<file path="src/cpr_pkg.sv">
// Shared constants for the commutation phase reference block
package cpr_pkg;
    // Register byte offsets
    localparam logic [7:0] hall_setup_off = 8'h00;
    localparam logic [7:0] ctrl_off = 8'h04;
    localparam logic [7:0] phase_pos_off = 8'h08;
    localparam logic [7:0] stored_off_off = 8'h0c;
    localparam logic [7:0] adv_gain_off = 8'h10;
    localparam logic [7:0] mag_off = 8'h14;
    localparam logic [7:0] slip_off = 8'h18;
    localparam logic [7:0] band_off = 8'h1c;
    localparam logic [7:0] velocity_off = 8'h20;
    localparam logic [7:0] ferr_off = 8'h24;
    localparam logic [7:0] torque_off = 8'h28;
    localparam logic [7:0] status_off = 8'h2c;
    localparam logic [7:0] flag_reg_off = 8'h30;
    localparam logic [7:0] rotor_off = 8'h34;
    localparam logic [7:0] angle_off = 8'h38;
    // Hall reference setup fields and hall flag word bits
    localparam int hall_mode_bit = 23;
    localparam int dir_bit = 22;
    localparam int offset_lsb = 16;
    localparam int offset_msb = 21;
    localparam int u_bit = 22;
    localparam int v_bit = 21;
    localparam int w_bit = 20;
    localparam int addr_msb = 15;
    // Control register fields
    localparam int ctl_pon_bit = 0;
    localparam int ctl_reset_cmd_bit = 1;
    localparam int ctl_induction_bit = 2;
    // Slip scaling exponent: rotor angle carries 38 fraction bits per cycle
    localparam int slip_shift = 38;
    localparam int acc_w = 62;
    // Phase update tick: 20 MHz / 9040 Hz
    localparam int clk_hz = 20000000;
    localparam int update_hz = 9040;
    localparam int tick_cycles = clk_hz / update_hz;
    localparam logic [11:0] tick_last = 12'(tick_cycles - 1);
    typedef enum logic [1:0] {
        st_idle = 2'b00,
        st_ref = 2'b01,
        st_run = 2'b10
    } phase_state_t;
endpackage

</file>
<file path="src/commutation_phase_reference.sv">
// Commutation phase reference, phase advance and induction slip logic
//
// Design decisions made here: the placing of the registers and the APB interface to the registers.
`timescale 1ns/1ns
module commutation_phase_reference (
    input wire logic pclk,
    input wire logic presetn,
    input wire logic psel,
    input wire logic penable,
    input wire logic pwrite,
    input wire logic [7:0] paddr,
    input wire logic [31:0] pwdata,
    output logic [31:0] prdata,
    output logic pready,
    output logic pslverr,
    input wire logic [23:0] flag_bank_0,
    input wire logic [23:0] flag_bank_1,
    input wire logic [23:0] flag_bank_2,
    input wire logic [23:0] flag_bank_3,
    output logic [23:0] commutation_angle,
    output logic [23:0] magnetization_current_out,
    output logic [23:0] torque_current_out,
    output logic in_position_flag,
    output logic hall_fault,
    output logic phase_update_tick
);
    /////////////////////////////////////////////////////////////////
    logic [23:0] hall_reference_setup_reg;
    logic [2:0] ctrl_reg;
    logic [23:0] phase_position_word_reg;
    logic [23:0] stored_phase_offset_reg;
    logic [23:0] velocity_advance_gain_reg;
    logic [23:0] magnetization_current_reg;
    logic [23:0] slip_gain_reg;
    logic [23:0] in_position_band_reg;
    logic [23:0] velocity_reg;
    logic [23:0] following_error_reg;
    logic [23:0] torque_cmd_reg;
    localparam int acc_w_l = cpr_pkg::acc_w;
    logic [acc_w_l-1:0] rotor_angle_reg;
    logic [11:0] tick_cnt_reg;
    logic [2:0] hall_s1_reg, hall_s2_reg, hall_s3_reg, hall_reg;
    logic ref_pending_reg;
    logic hall_mode_reg;
    logic [23:0] angle_reg;
    cpr_pkg::phase_state_t state_reg;

    logic wr_en, rd_en, tick;
    logic [23:0] sel_flags;
    logic [2:0] hall_raw;
    logic [2:0] sector;
    logic sector_valid;
    logic [23:0] hall_phase;
    logic [47:0] adv_prod;
    logic [23:0] adv_term;
    logic [47:0] slip_prod;
    logic [23:0] elec_angle;

    // Strict APB: access only when both strobes are up
    assign wr_en = psel && penable && pwrite;
    assign rd_en = psel && penable && !pwrite;
    assign pready = 1'b1;
    assign pslverr = 1'b0;

    function automatic logic mapped(input logic [7:0] a);
        mapped = (a <= cpr_pkg::angle_off) && (a[1:0] == 2'b00);
    endfunction

    // Motor reset command: a ctrl write with the command bit set
    function automatic logic reset_cmd(input logic w, input logic [7:0] a, input logic [31:0] d);
        reset_cmd = w && (a == cpr_pkg::ctrl_off) && d[cpr_pkg::ctl_reset_cmd_bit];
    endfunction

    /////////////////////////////////////////////////////////////////
    // Phase update tick
    // Integer divide drops a fraction of a clock, so updates run a hair fast
    always_ff @(posedge pclk or negedge presetn) begin
        if (!presetn) begin
            tick_cnt_reg <= 12'h000;
        end else if (tick_cnt_reg == cpr_pkg::tick_last) begin
            tick_cnt_reg <= 12'h000;
        end else begin
            tick_cnt_reg <= tick_cnt_reg + 12'h001;
        end
    end
    assign tick = (tick_cnt_reg == cpr_pkg::tick_last);
    assign phase_update_tick = tick;

    /////////////////////////////////////////////////////////////////
    // Hall source select and synchroniser
    always_comb begin
        case (hall_reference_setup_reg[1:0])
            2'b00: sel_flags = flag_bank_0;
            2'b01: sel_flags = flag_bank_1;
            2'b10: sel_flags = flag_bank_2;
            default: sel_flags = flag_bank_3;
        endcase
    end
    assign hall_raw = {sel_flags[cpr_pkg::u_bit], sel_flags[cpr_pkg::v_bit], sel_flags[cpr_pkg::w_bit]};

    // Pins are asynchronous; accept a change once stages two and three agree
    always_ff @(posedge pclk or negedge presetn) begin
        if (!presetn) begin
            hall_s1_reg <= 3'h0;
            hall_s2_reg <= 3'h0;
            hall_s3_reg <= 3'h0;
            hall_reg <= 3'h0;
        end else begin
            hall_s1_reg <= hall_raw;
            hall_s2_reg <= hall_s1_reg;
            hall_s3_reg <= hall_s2_reg;
            if (hall_s2_reg == hall_s3_reg) begin
                hall_reg <= hall_s3_reg;
            end
        end
    end

    /////////////////////////////////////////////////////////////////
    // Sector decode; relies on halls at 50% duty, 120 deg apart
    always_comb begin
        sector_valid = 1'b1;
        case (hall_reg)
            3'b011: sector = 3'd0; // First state after V rose with U low
            3'b010: sector = 3'd1;
            3'b110: sector = 3'd2;
            3'b100: sector = 3'd3;
            3'b101: sector = 3'd4;
            3'b001: sector = 3'd5;
            default: begin
                sector = 3'd0;
                sector_valid = 1'b0;
            end
        endcase
    end

    // Sector centre in 1/64 units, reversed sense mirrors it, then offset
    always_comb begin
        logic [5:0] base;
        logic [5:0] pos;
        pos = 6'h00;
        // Sector centres rounded down to whole 1/64 steps
        base = 6'((32'(sector) * 64 + 32) / 6);
        if (hall_reference_setup_reg[cpr_pkg::dir_bit]) begin
            pos = 6'd0 - base;
        end else begin
            pos = base;
        end
        pos = pos + hall_reference_setup_reg[cpr_pkg::offset_msb:cpr_pkg::offset_lsb];
        hall_phase = {pos, 18'h00000};
    end

    /////////////////////////////////////////////////////////////////
    // Reference sequencer
    always_ff @(posedge pclk or negedge presetn) begin
        if (!presetn) begin
            state_reg <= cpr_pkg::st_idle;
            ref_pending_reg <= 1'b1;
        end else begin
            case (state_reg)
                cpr_pkg::st_idle: begin
                    // Power-on enable clears at reset, so the reset-time
                    // reference waits here until firmware reloads it
                    if (ctrl_reg[cpr_pkg::ctl_pon_bit] && ref_pending_reg) begin
                        state_reg <= cpr_pkg::st_ref;
                        ref_pending_reg <= 1'b0;
                    end else if (reset_cmd(wr_en, paddr, pwdata)) begin
                        state_reg <= cpr_pkg::st_ref;
                        ref_pending_reg <= 1'b0;
                    end
                end
                cpr_pkg::st_ref: begin
                    // Reference lands on the next update tick
                    if (tick) begin
                        state_reg <= cpr_pkg::st_run;
                    end
                end
                cpr_pkg::st_run: begin
                    if (reset_cmd(wr_en, paddr, pwdata)) begin
                        state_reg <= cpr_pkg::st_ref;
                    end
                end
                default: state_reg <= cpr_pkg::st_idle;
            endcase
        end
    end

    /////////////////////////////////////////////////////////////////
    // Configuration words; the ctrl command bit is a strobe, never stored
    always_ff @(posedge pclk or negedge presetn) begin
        if (!presetn) begin
            hall_reference_setup_reg <= 24'h000000;
            ctrl_reg <= 3'h0;
            stored_phase_offset_reg <= 24'h000000;
            velocity_advance_gain_reg <= 24'h000000;
            magnetization_current_reg <= 24'h000000;
            slip_gain_reg <= 24'h000000;
            in_position_band_reg <= 24'h000000;
        end else if (wr_en) begin
            case (paddr)
                cpr_pkg::hall_setup_off: hall_reference_setup_reg <= pwdata[23:0];
                cpr_pkg::ctrl_off: ctrl_reg <= {pwdata[cpr_pkg::ctl_induction_bit], 1'b0, pwdata[cpr_pkg::ctl_pon_bit]};
                cpr_pkg::stored_off_off: stored_phase_offset_reg <= pwdata[23:0];
                cpr_pkg::adv_gain_off: velocity_advance_gain_reg <= pwdata[23:0];
                cpr_pkg::mag_off: magnetization_current_reg <= pwdata[23:0];
                cpr_pkg::slip_off: slip_gain_reg <= pwdata[23:0];
                cpr_pkg::band_off: in_position_band_reg <= pwdata[23:0];
                default: ;
            endcase
        end
    end

    // Servo-loop words, rewritten by firmware every servo cycle
    always_ff @(posedge pclk or negedge presetn) begin
        if (!presetn) begin
            velocity_reg <= 24'h000000;
            following_error_reg <= 24'h000000;
            torque_cmd_reg <= 24'h000000;
        end else if (wr_en) begin
            case (paddr)
                cpr_pkg::velocity_off: velocity_reg <= pwdata[23:0];
                cpr_pkg::ferr_off: following_error_reg <= pwdata[23:0];
                cpr_pkg::torque_off: torque_cmd_reg <= pwdata[23:0];
                default: ;
            endcase
        end
    end

    // Phase position: hall or stored offset load at reference; a software write in the same cycle wins over it
    always_ff @(posedge pclk or negedge presetn) begin
        if (!presetn) begin
            phase_position_word_reg <= 24'h000000;
            hall_mode_reg <= 1'b0;
        end else if (wr_en && paddr == cpr_pkg::phase_pos_off) begin
            phase_position_word_reg <= pwdata[23:0];
        end else if (state_reg == cpr_pkg::st_ref && tick) begin
            hall_mode_reg <= hall_reference_setup_reg[cpr_pkg::hall_mode_bit];
            if (hall_reference_setup_reg[cpr_pkg::hall_mode_bit] && sector_valid) begin
                phase_position_word_reg <= hall_phase;
            end else if (!hall_reference_setup_reg[cpr_pkg::hall_mode_bit]) begin
                phase_position_word_reg <= stored_phase_offset_reg;
            end
        end
    end

    /////////////////////////////////////////////////////////////////
    // Angle math; the product is truncated to the angle width on purpose
    // Rotor angle keeps its fraction bits so a small slip still accumulates
    assign adv_prod = 48'($signed(velocity_reg) * $signed(velocity_advance_gain_reg));
    assign adv_term = hall_mode_reg ? 24'h000000 : adv_prod[23:0];
    assign slip_prod = 48'($signed(slip_gain_reg) * $signed(torque_cmd_reg));
    assign elec_angle = phase_position_word_reg + adv_term;

    always_ff @(posedge pclk or negedge presetn) begin
        if (!presetn) begin
            rotor_angle_reg <= '0;
        end else if (tick && ctrl_reg[cpr_pkg::ctl_induction_bit]) begin
            // Low bits hold 2^-38 cycle units per DAC bit
            rotor_angle_reg <= rotor_angle_reg + acc_w_l'($signed(slip_prod));
        end
    end

    // Drive outputs move only on the update tick
    always_ff @(posedge pclk or negedge presetn) begin
        if (!presetn) begin
            angle_reg <= 24'h000000;
            magnetization_current_out <= 24'h000000;
            torque_current_out <= 24'h000000;
        end else if (tick) begin
            if (ctrl_reg[cpr_pkg::ctl_induction_bit]) begin
                angle_reg <= elec_angle + rotor_angle_reg[acc_w_l-1:cpr_pkg::slip_shift];
                magnetization_current_out <= magnetization_current_reg;
            end else begin
                angle_reg <= elec_angle;
                magnetization_current_out <= 24'h000000;
            end
            torque_current_out <= torque_cmd_reg;
        end
    end

    // Only meaningful once a reference has run
    always_ff @(posedge pclk or negedge presetn) begin
        if (!presetn) begin
            in_position_flag <= 1'b0;
        end else begin
            in_position_flag <= (state_reg == cpr_pkg::st_run) &&
                ($signed(following_error_reg) < $signed(in_position_band_reg)) &&
                ($signed(following_error_reg) > -$signed(in_position_band_reg));
        end
    end

    always_ff @(posedge pclk or negedge presetn) begin
        if (!presetn) begin
            hall_fault <= 1'b0;
        end else begin
            hall_fault <= hall_reference_setup_reg[cpr_pkg::hall_mode_bit] && !sector_valid;
        end
    end
    assign commutation_angle = angle_reg;

    /////////////////////////////////////////////////////////////////
    // Read mux; unmapped reads return zero
    always_comb begin
        prdata = 32'h00000000;
        if (rd_en && mapped(paddr)) begin
            case (paddr)
                cpr_pkg::hall_setup_off: prdata = {8'h00, hall_reference_setup_reg};
                cpr_pkg::ctrl_off: prdata = {29'h0, ctrl_reg};
                cpr_pkg::phase_pos_off: prdata = {8'h00, phase_position_word_reg};
                cpr_pkg::stored_off_off: prdata = {8'h00, stored_phase_offset_reg};
                cpr_pkg::adv_gain_off: prdata = {8'h00, velocity_advance_gain_reg};
                cpr_pkg::mag_off: prdata = {8'h00, magnetization_current_reg};
                cpr_pkg::slip_off: prdata = {8'h00, slip_gain_reg};
                cpr_pkg::band_off: prdata = {8'h00, in_position_band_reg};
                cpr_pkg::velocity_off: prdata = {8'h00, velocity_reg};
                cpr_pkg::ferr_off: prdata = {8'h00, following_error_reg};
                cpr_pkg::torque_off: prdata = {8'h00, torque_cmd_reg};
                cpr_pkg::status_off: prdata = {24'h0, hall_fault, sector_valid, sector, state_reg, in_position_flag};
                cpr_pkg::flag_reg_off: prdata = {29'h0, hall_reg};
                cpr_pkg::rotor_off: prdata = {8'h00, rotor_angle_reg[acc_w_l-1:cpr_pkg::slip_shift]};
                default: prdata = {8'h00, angle_reg};
            endcase
        end
    end
endmodule

</file>
<file path="config.mk">
export PLATFORM = sky130hd
export DESIGN_NAME = commutation_phase_reference
export DESIGN_NICKNAME = d
export VERILOG_FILES = /design/src/cpr_pkg.sv /design/src/commutation_phase_reference.sv
export SDC_FILE = /design/constraint.sdc
export NUM_CORES = 2
export LEC_CHECK = 0
export BUFFER_PORTS_ARGS = -buffer_cell sky130_fd_sc_hd__buf_4
export CAP_MARGIN = 20
export CORE_MARGIN = 2
export CORE_UTILIZATION = 25
export CTS_CLUSTER_SIZE = 24
export DETAILED_ROUTE_END_ITERATION = 12
export PLACE_DENSITY_LB_ADDON = 0.3
export SETUP_SLACK_MARGIN = 0.3
export SYNTH_ARGS = -nofsm -noshare
export SYNTH_HDL_FRONTEND = slang
export SYNTH_SLANG_ARGS = --single-unit
</file>
<file path="constraint.sdc">
create_clock -name pclk -period 11.4 [get_ports pclk]
set_input_delay 1.14 -clock pclk [delete_from_list [all_inputs] [get_ports pclk]]
set_output_delay 1.14 -clock pclk [all_outputs]
set_load 0.02 [all_outputs]
</file>
# After elaboration in Yosys (flattened, before gate mapping)
# Index checks and enable logic that the tools add are counted.
# Widths: inputs -> output; s select.
classes:
  add_sub_neg: 8
  n_mul: 2
  div: 1
  order_cmp: 3
  eq_ne: 27
  mux: 20
  bitwise_logic: 1
  reduce_logical: 37
ops:
  columns: ["operator", "count"]
  rows:
  - ["$pmux 24 s14", 1]
  - ["$mux 24", 8]
  - ["$pmux 23 s3", 1]
  - ["$add 62x62->62", 1]
  - ["$add 24x24->24", 2]
  - ["$eq 8x6->1 const B", 6]
  - ["$mul 24x24->48", 1]
  - ["$div 32x3->32 const B", 1]
  - ["$eq 8x5->1 const B", 4]
  - ["$reduce_and 2->1", 13]
  - ["$gt 24x24->1", 1]
  - ["$lt 24x24->1", 1]
  - ["$mul 24x24->24", 1]
  - ["$neg 24->24", 1]
  - ["$eq 8x4->1 const B", 2]
  - ["$logic_and 1x1->1", 15]
  - ["$pmux 3 s5", 1]
  - ["$add 12x1->12 const B", 1]
  - ["$eq 12x12->1 const B", 1]
  - ["$mux 12", 1]
  - ["$add 9x6->10 const B", 1]
  - ["$eq 3x3->1 const B", 3]
  - ["$eq 8x3->1 const B", 1]
  - ["$le 8x6->1 const B", 1]
  - ["19 further kinds", 30]
totals:
  reg_bits: 406
  in_bits: 141
  out_inout_bits: 109
  elab_cells: 124

# Longest topological paths before layout
logic_depth:
  depth_word: 10
  mapped_depth: 43

# Worst setup path after synthesis
# OpenSTA, ideal clock, no wires.
synth_path:
  path_type: "reg2reg"
  from: "reg slip_gain_reg[23]"
  to: "reg rotor_angle_reg[61]"
  arrival_ps: 9323
  setup_slack_ps: 1998
  stages_incl_launch_ff: 32
  path_buffers: 1
  synth_period_minus_slack_ps: 9402
  cell_sequence: "dfrtp_1 -> clkbuf_1 -> nand2_1 -> inv_1 -> fa_1 -> fa_1 -> fa_1 -> inv_1 -> fa_1 -> inv_1 -> fa_1 -> fa_1 -> fa_1 -> ha_1 -> or2_2 -> a31oi_1 -> a211oi_1 -> o21ai_0 -> xnor2_1 -> ha_1 -> a21oi_1 -> o21ai_0 -> a211oi_1 -> inv_1 -> o21ai_0 -> o21ai_1 -> o221a_2 -> o31ai_1 -> o21ai_1 -> xnor2_1 -> nor2_1 -> xor2_1"
synth_via:
  elab_chain_cells: 2
synth_lines:
  columns: ["element", "line_no", "source"]
  rows:
  - ["start, declared", "commutation_phase_reference.sv:34", "logic [23:0] slip_gain_reg;"]
  - ["start signal, assigned", "commutation_phase_reference.sv:205", "cpr_pkg::slip_off: slip_gain_reg <= pwdata[23:0];"]
  - ["$mul 24x24->48", "commutation_phase_reference.sv:250", "assign slip_prod = 48'($signed(slip_gain_reg) * $signed(torque_cmd_reg));"]
  - ["$add 62x62->62", "commutation_phase_reference.sv:258", "rotor_angle_reg <= rotor_angle_reg + acc_w_l'($signed(slip_prod));"]
  - ["end signal, assigned", "commutation_phase_reference.sv:258", null]
  - ["end, declared", "commutation_phase_reference.sv:40", "logic [acc_w_l-1:0] rotor_angle_reg;"]
# Every way passes these cells.
# A chain may end at the register's enable or synchronous reset.

# Worst setup path after layout
layout_path:
  from: "reg slip_gain_reg[11]"
  to: "reg rotor_angle_reg[61]"
# The elaborated chain is that of the path after synthesis.

==> parameters.txt <==
Parameter                              Value

Run status
  Result of the run ... finished clean

Synth
  Part of the Yosys area used for sequential elements ... 18.59%
  YS warnings ... 0
  Distinct cell type count after synthesis ... 95
  Most instantiated flip-flop cell in the synthesis netlist ... sky130_fd_sc_hd__dfrtp_1
  Most numerous cell in the Yosys netlist ... sky130_fd_sc_hd__nand2_1
  Top cell types by occurrence after synthesis ... 909 x sky130_fd_sc_hd__nand2_1, 887 x sky130_fd_sc_hd__inv_1, 823 x sky130_fd_sc_hd__fa_1
  EDFF count, synth ... 0
  Register bit total from synthesis ... 406
  Synth Area per Inst ... 9.330 um2
  Post-synth top area share ... 30.14%
  Number of cells produced by synthesis ... 5859
  Async S/R FF share, synth ... 100.0%
  Cell type with the largest total area after synthesis ... sky130_fd_sc_hd__fa_1
  Summed instance area of the synthesized netlist ... 54660 um2
  Largest cells by area after synthesis ... sky130_fd_sc_hd__fa_1 30%, sky130_fd_sc_hd__dfrtp_1 19%, sky130_fd_sc_hd__ha_1 9.3%

Drt
  Antenna violation net count after detailed routing ... 0
  Via Count ... 42270
  Average wire length per cell after detail routing ... 21.73 um
  Vias per cell ... 4.783
  Detailed router's first-iteration violation count ... 3062
  Final WL ... 192100 um
  Number of iterations in the first detailed-routing pass ... 6
  DRC ... 0

Worst setup path
  Launch instance of the worst register-to-register path ... slip_gain_reg[11]
  Register-to-register setup slack ... 0.80 ns
  Critical path's largest stage delay ... 0.56 ns
  Element type at the critical path end ... flop
  Data arrival time at the worst-slack endpoint ... 11.17 ns
  Launching element type of the critical path ... flop
  Startpoint of the most critical setup path ... slip_gain_reg[11]
  CP Class ... flop to flop
  Number of cells on the worst reg-to-reg path ... 39
  Cell repeated most along the worst path ... sky130_fd_sc_hd__fa_1
  Crit path required time ... 11.98 ns
  Worst path slowest cell ... sky130_fd_sc_hd__dfrtp_2
  Endpoint of the worst-slack reg-to-reg timing path ... rotor_angle_reg[61]
  Peak fanout along the critical path ... 14

Cells and area
  Non-filler instance count after layout ... 8837
  Largest register FFs ... 62
  Layout fillers ... 22860
  Final core utilization ... 28.37%
  Fraction of final layout cells with drive strength greater than 1 ... 12.18%
  Final #Nets ... 7302
  Synth-to-Final Area Change ... 12.72%

GRT
  Initial antenna violation count ... 12
  Maximum number of pins on one net before global-route repair ... 154
  Global router's overall resource usage ... 17.46%
  Number of global-route vias before repair ... 44740
  First-pass GRT wire length ... 292600 um
  Total grt overflow ... 0

STA
  Total count of hold-check failures in the final report ... 0
  Headroom to the max-slew limit ... 20.17%
  Unrepaired setup endpoints after global routing ... no
  Share of the cycle needed by the critical path after routing ... 92.94%
  Fmax ... 0.09438 GHz
  Least-Margin Pin Slew ... 1.196 ns
  Setup Viol. Count Final ... 0
  Setup TNS after final layout ... 0 ns
  Final worst clock skew ... 0.04766 ns
  Final slew viol count ... 0
  Crit path time final ... 10.60 ns

Floorplanning
  Area of the die ... 222400 um2
  Initial Utilization ... 25.17%
  Total I/O pin count ... 250
  Floorplan row count ... 171
  Die Height ... 471.6 um
  Die Width ... 471.6 um
  Total core area ... 217200 um2

Power and ir drop
  Static Leak ... 0.03109 uW
  Power density over the cells ... 64.95 nW/um2
  Worst IR drop on VDD ... 0.1314 mV

Clock network
  Clock transition time at the flip-flop clock pins of the worst setup and hold paths ... 0.06 ns
  Clock tree buffer depth ... 3
  Number of clock buffers inserted by TritonCTS ... 54
  Clock tree from TritonCTS ... yes
  Hold_buf cts ... 0
  Library cell used as clock root buffer ... sky130_fd_sc_hd__clkbuf_16
  CTS HTree Levels ... 2
  Clock insertion delay at the later pin of the skew report ... 0.70 ns
  Total number of clock tree sinks ... 406

Placed design
  Post-detail-place hpwl ... 152300 um
  Count of placed standard cells including taps ... 8729
  Number of I/O port buffers ... 147
  Final RePlAce weighted congestion ... 0.9199

Hold path
  Class of the most critical hold timing path ... flop to flop
  Start point of the worst hold path ... hall_s1_reg[0]
  End point of the worst hold path ... hall_s2_reg[0]
  Worst Hold Path Cells ... 0

Flow run
  Max-capacitance violation count ... 0
[how the worst max path moves through the flow]
| stage | slack, ns | cells after the start | endpoint |
|---|---|---|---|
| after floorplan | 2.00 | 31 | rotor_angle_reg[61] |
| after global placement | 0.59 | 37 | rotor_angle_reg[61] |
| after detailed placement | 0.53 | 37 | rotor_angle_reg[61] |
| after CTS | 0.50 | 37 | rotor_angle_reg[61] |
| after global routing | 0.30 | 38 | rotor_angle_reg[61] |
| final | 0.80 | 39 | rotor_angle_reg[61] |
[logic make-up after synthesis]
group,synth area share [%]
adders and majority gates,39.46
other,0.01374
DFF,18.59
AOI/OAI and AO/OA,9.474
and+or+nand+nor,14.79
muxes,5.148
xor gates and xnor gates,4.111
buffers and inverters,8.418
[routing by layer]
metal	vias to the layer above	share of wire, %	global-route usage, %
li1	18830	-	-
met5	-	0	0
met1	21940	44	23.28
met4	0	4.1	6.527
met2	1224	47	28.86
met3	278	5.3	2.123
[worst max-delay path, delay by kind of cell (launching register included)]
kind | cells | cell delay, ns
AOI/OAI and AO/OA | 12 | 2.63
xor gates and xnor gates | 3 | 0.40
adders and majority gates | 9 | 4.33
buffers and inverters | 7 | 0.80
DFF | 1 | 0.56
and+or+nand+nor | 8 | 1.80
[area by class of cell]
cell class	count	area, um2	share of cell area (%)
diodes	8	20.02	0.03249
clock buffers	71	1516	2.461
clock inverters	29	465.4	0.7554
inverters	891	3346	5.430
multi-input cells	4249	40000	64.92
flip-flops and latches	406	10190	16.54
well taps	2854	3571	5.795
repair buffers	329	2502	4.061
[placed cells by master, fill, tap and decap left out, drive strengths merged, types with 25 or more instances in the layout]
cell type,netlist,routed
dfrtp,405,405
mux2,224,224
nand4,25,25
and3,30,30
o21bai,25,25
and2,321,321
o21a,40,40
nand2b,55,55
o21ai,189,189
nor2,142,142
xor2,79,79
xnor2,175,175
nor3,50,50
clkbuf,277,71
nand2,909,909
a21oi,171,171
inv,891,894
a221oi,66,66
a31oi,39,39
nor2b,39,39
a21o,64,64
a22o,60,60
buf,44,329
nand3,102,102
fa,823,823
ha,407,407
[where the power goes]
part	switching, uW	internal [uW]	total, uW
Combinational	348	206	554
Sequential	51.5	1460	1510
Clock	789	1150	1940
Total	1190	2810	4000
[stage by stage]
| stage | setup slack, ns | power (uW) | hold slack, ns | instance area, um2 |
|---|---|---|---|---|
| 5_1_grt | 0.3045 | 4162 | 0.3736 | 61610 |
| 6_report | 0.8045 | 4002 | 0.3554 | 61620 |
| 3_5_place_dp | 0.5290 | 2086 | 0.3455 | 59580 |
| 2_1_floorplan | 1.998 | 1877 | 0.3312 | 54700 |
| 4_1_cts | 0.4994 | 4047 | 0.3598 | 61560 |
| 3_3_place_gp | 0.5868 | 2078 | 0.3401 | 59580 |
[timing repair]
item | in CTS | in global routing
setup endpoints to repair | 0 | 6
resized for setup | 0 | 27
hold endpoints to repair | 0 | 0
buffers inserted | 0 | 0
(Power assumes the default switching activity.)
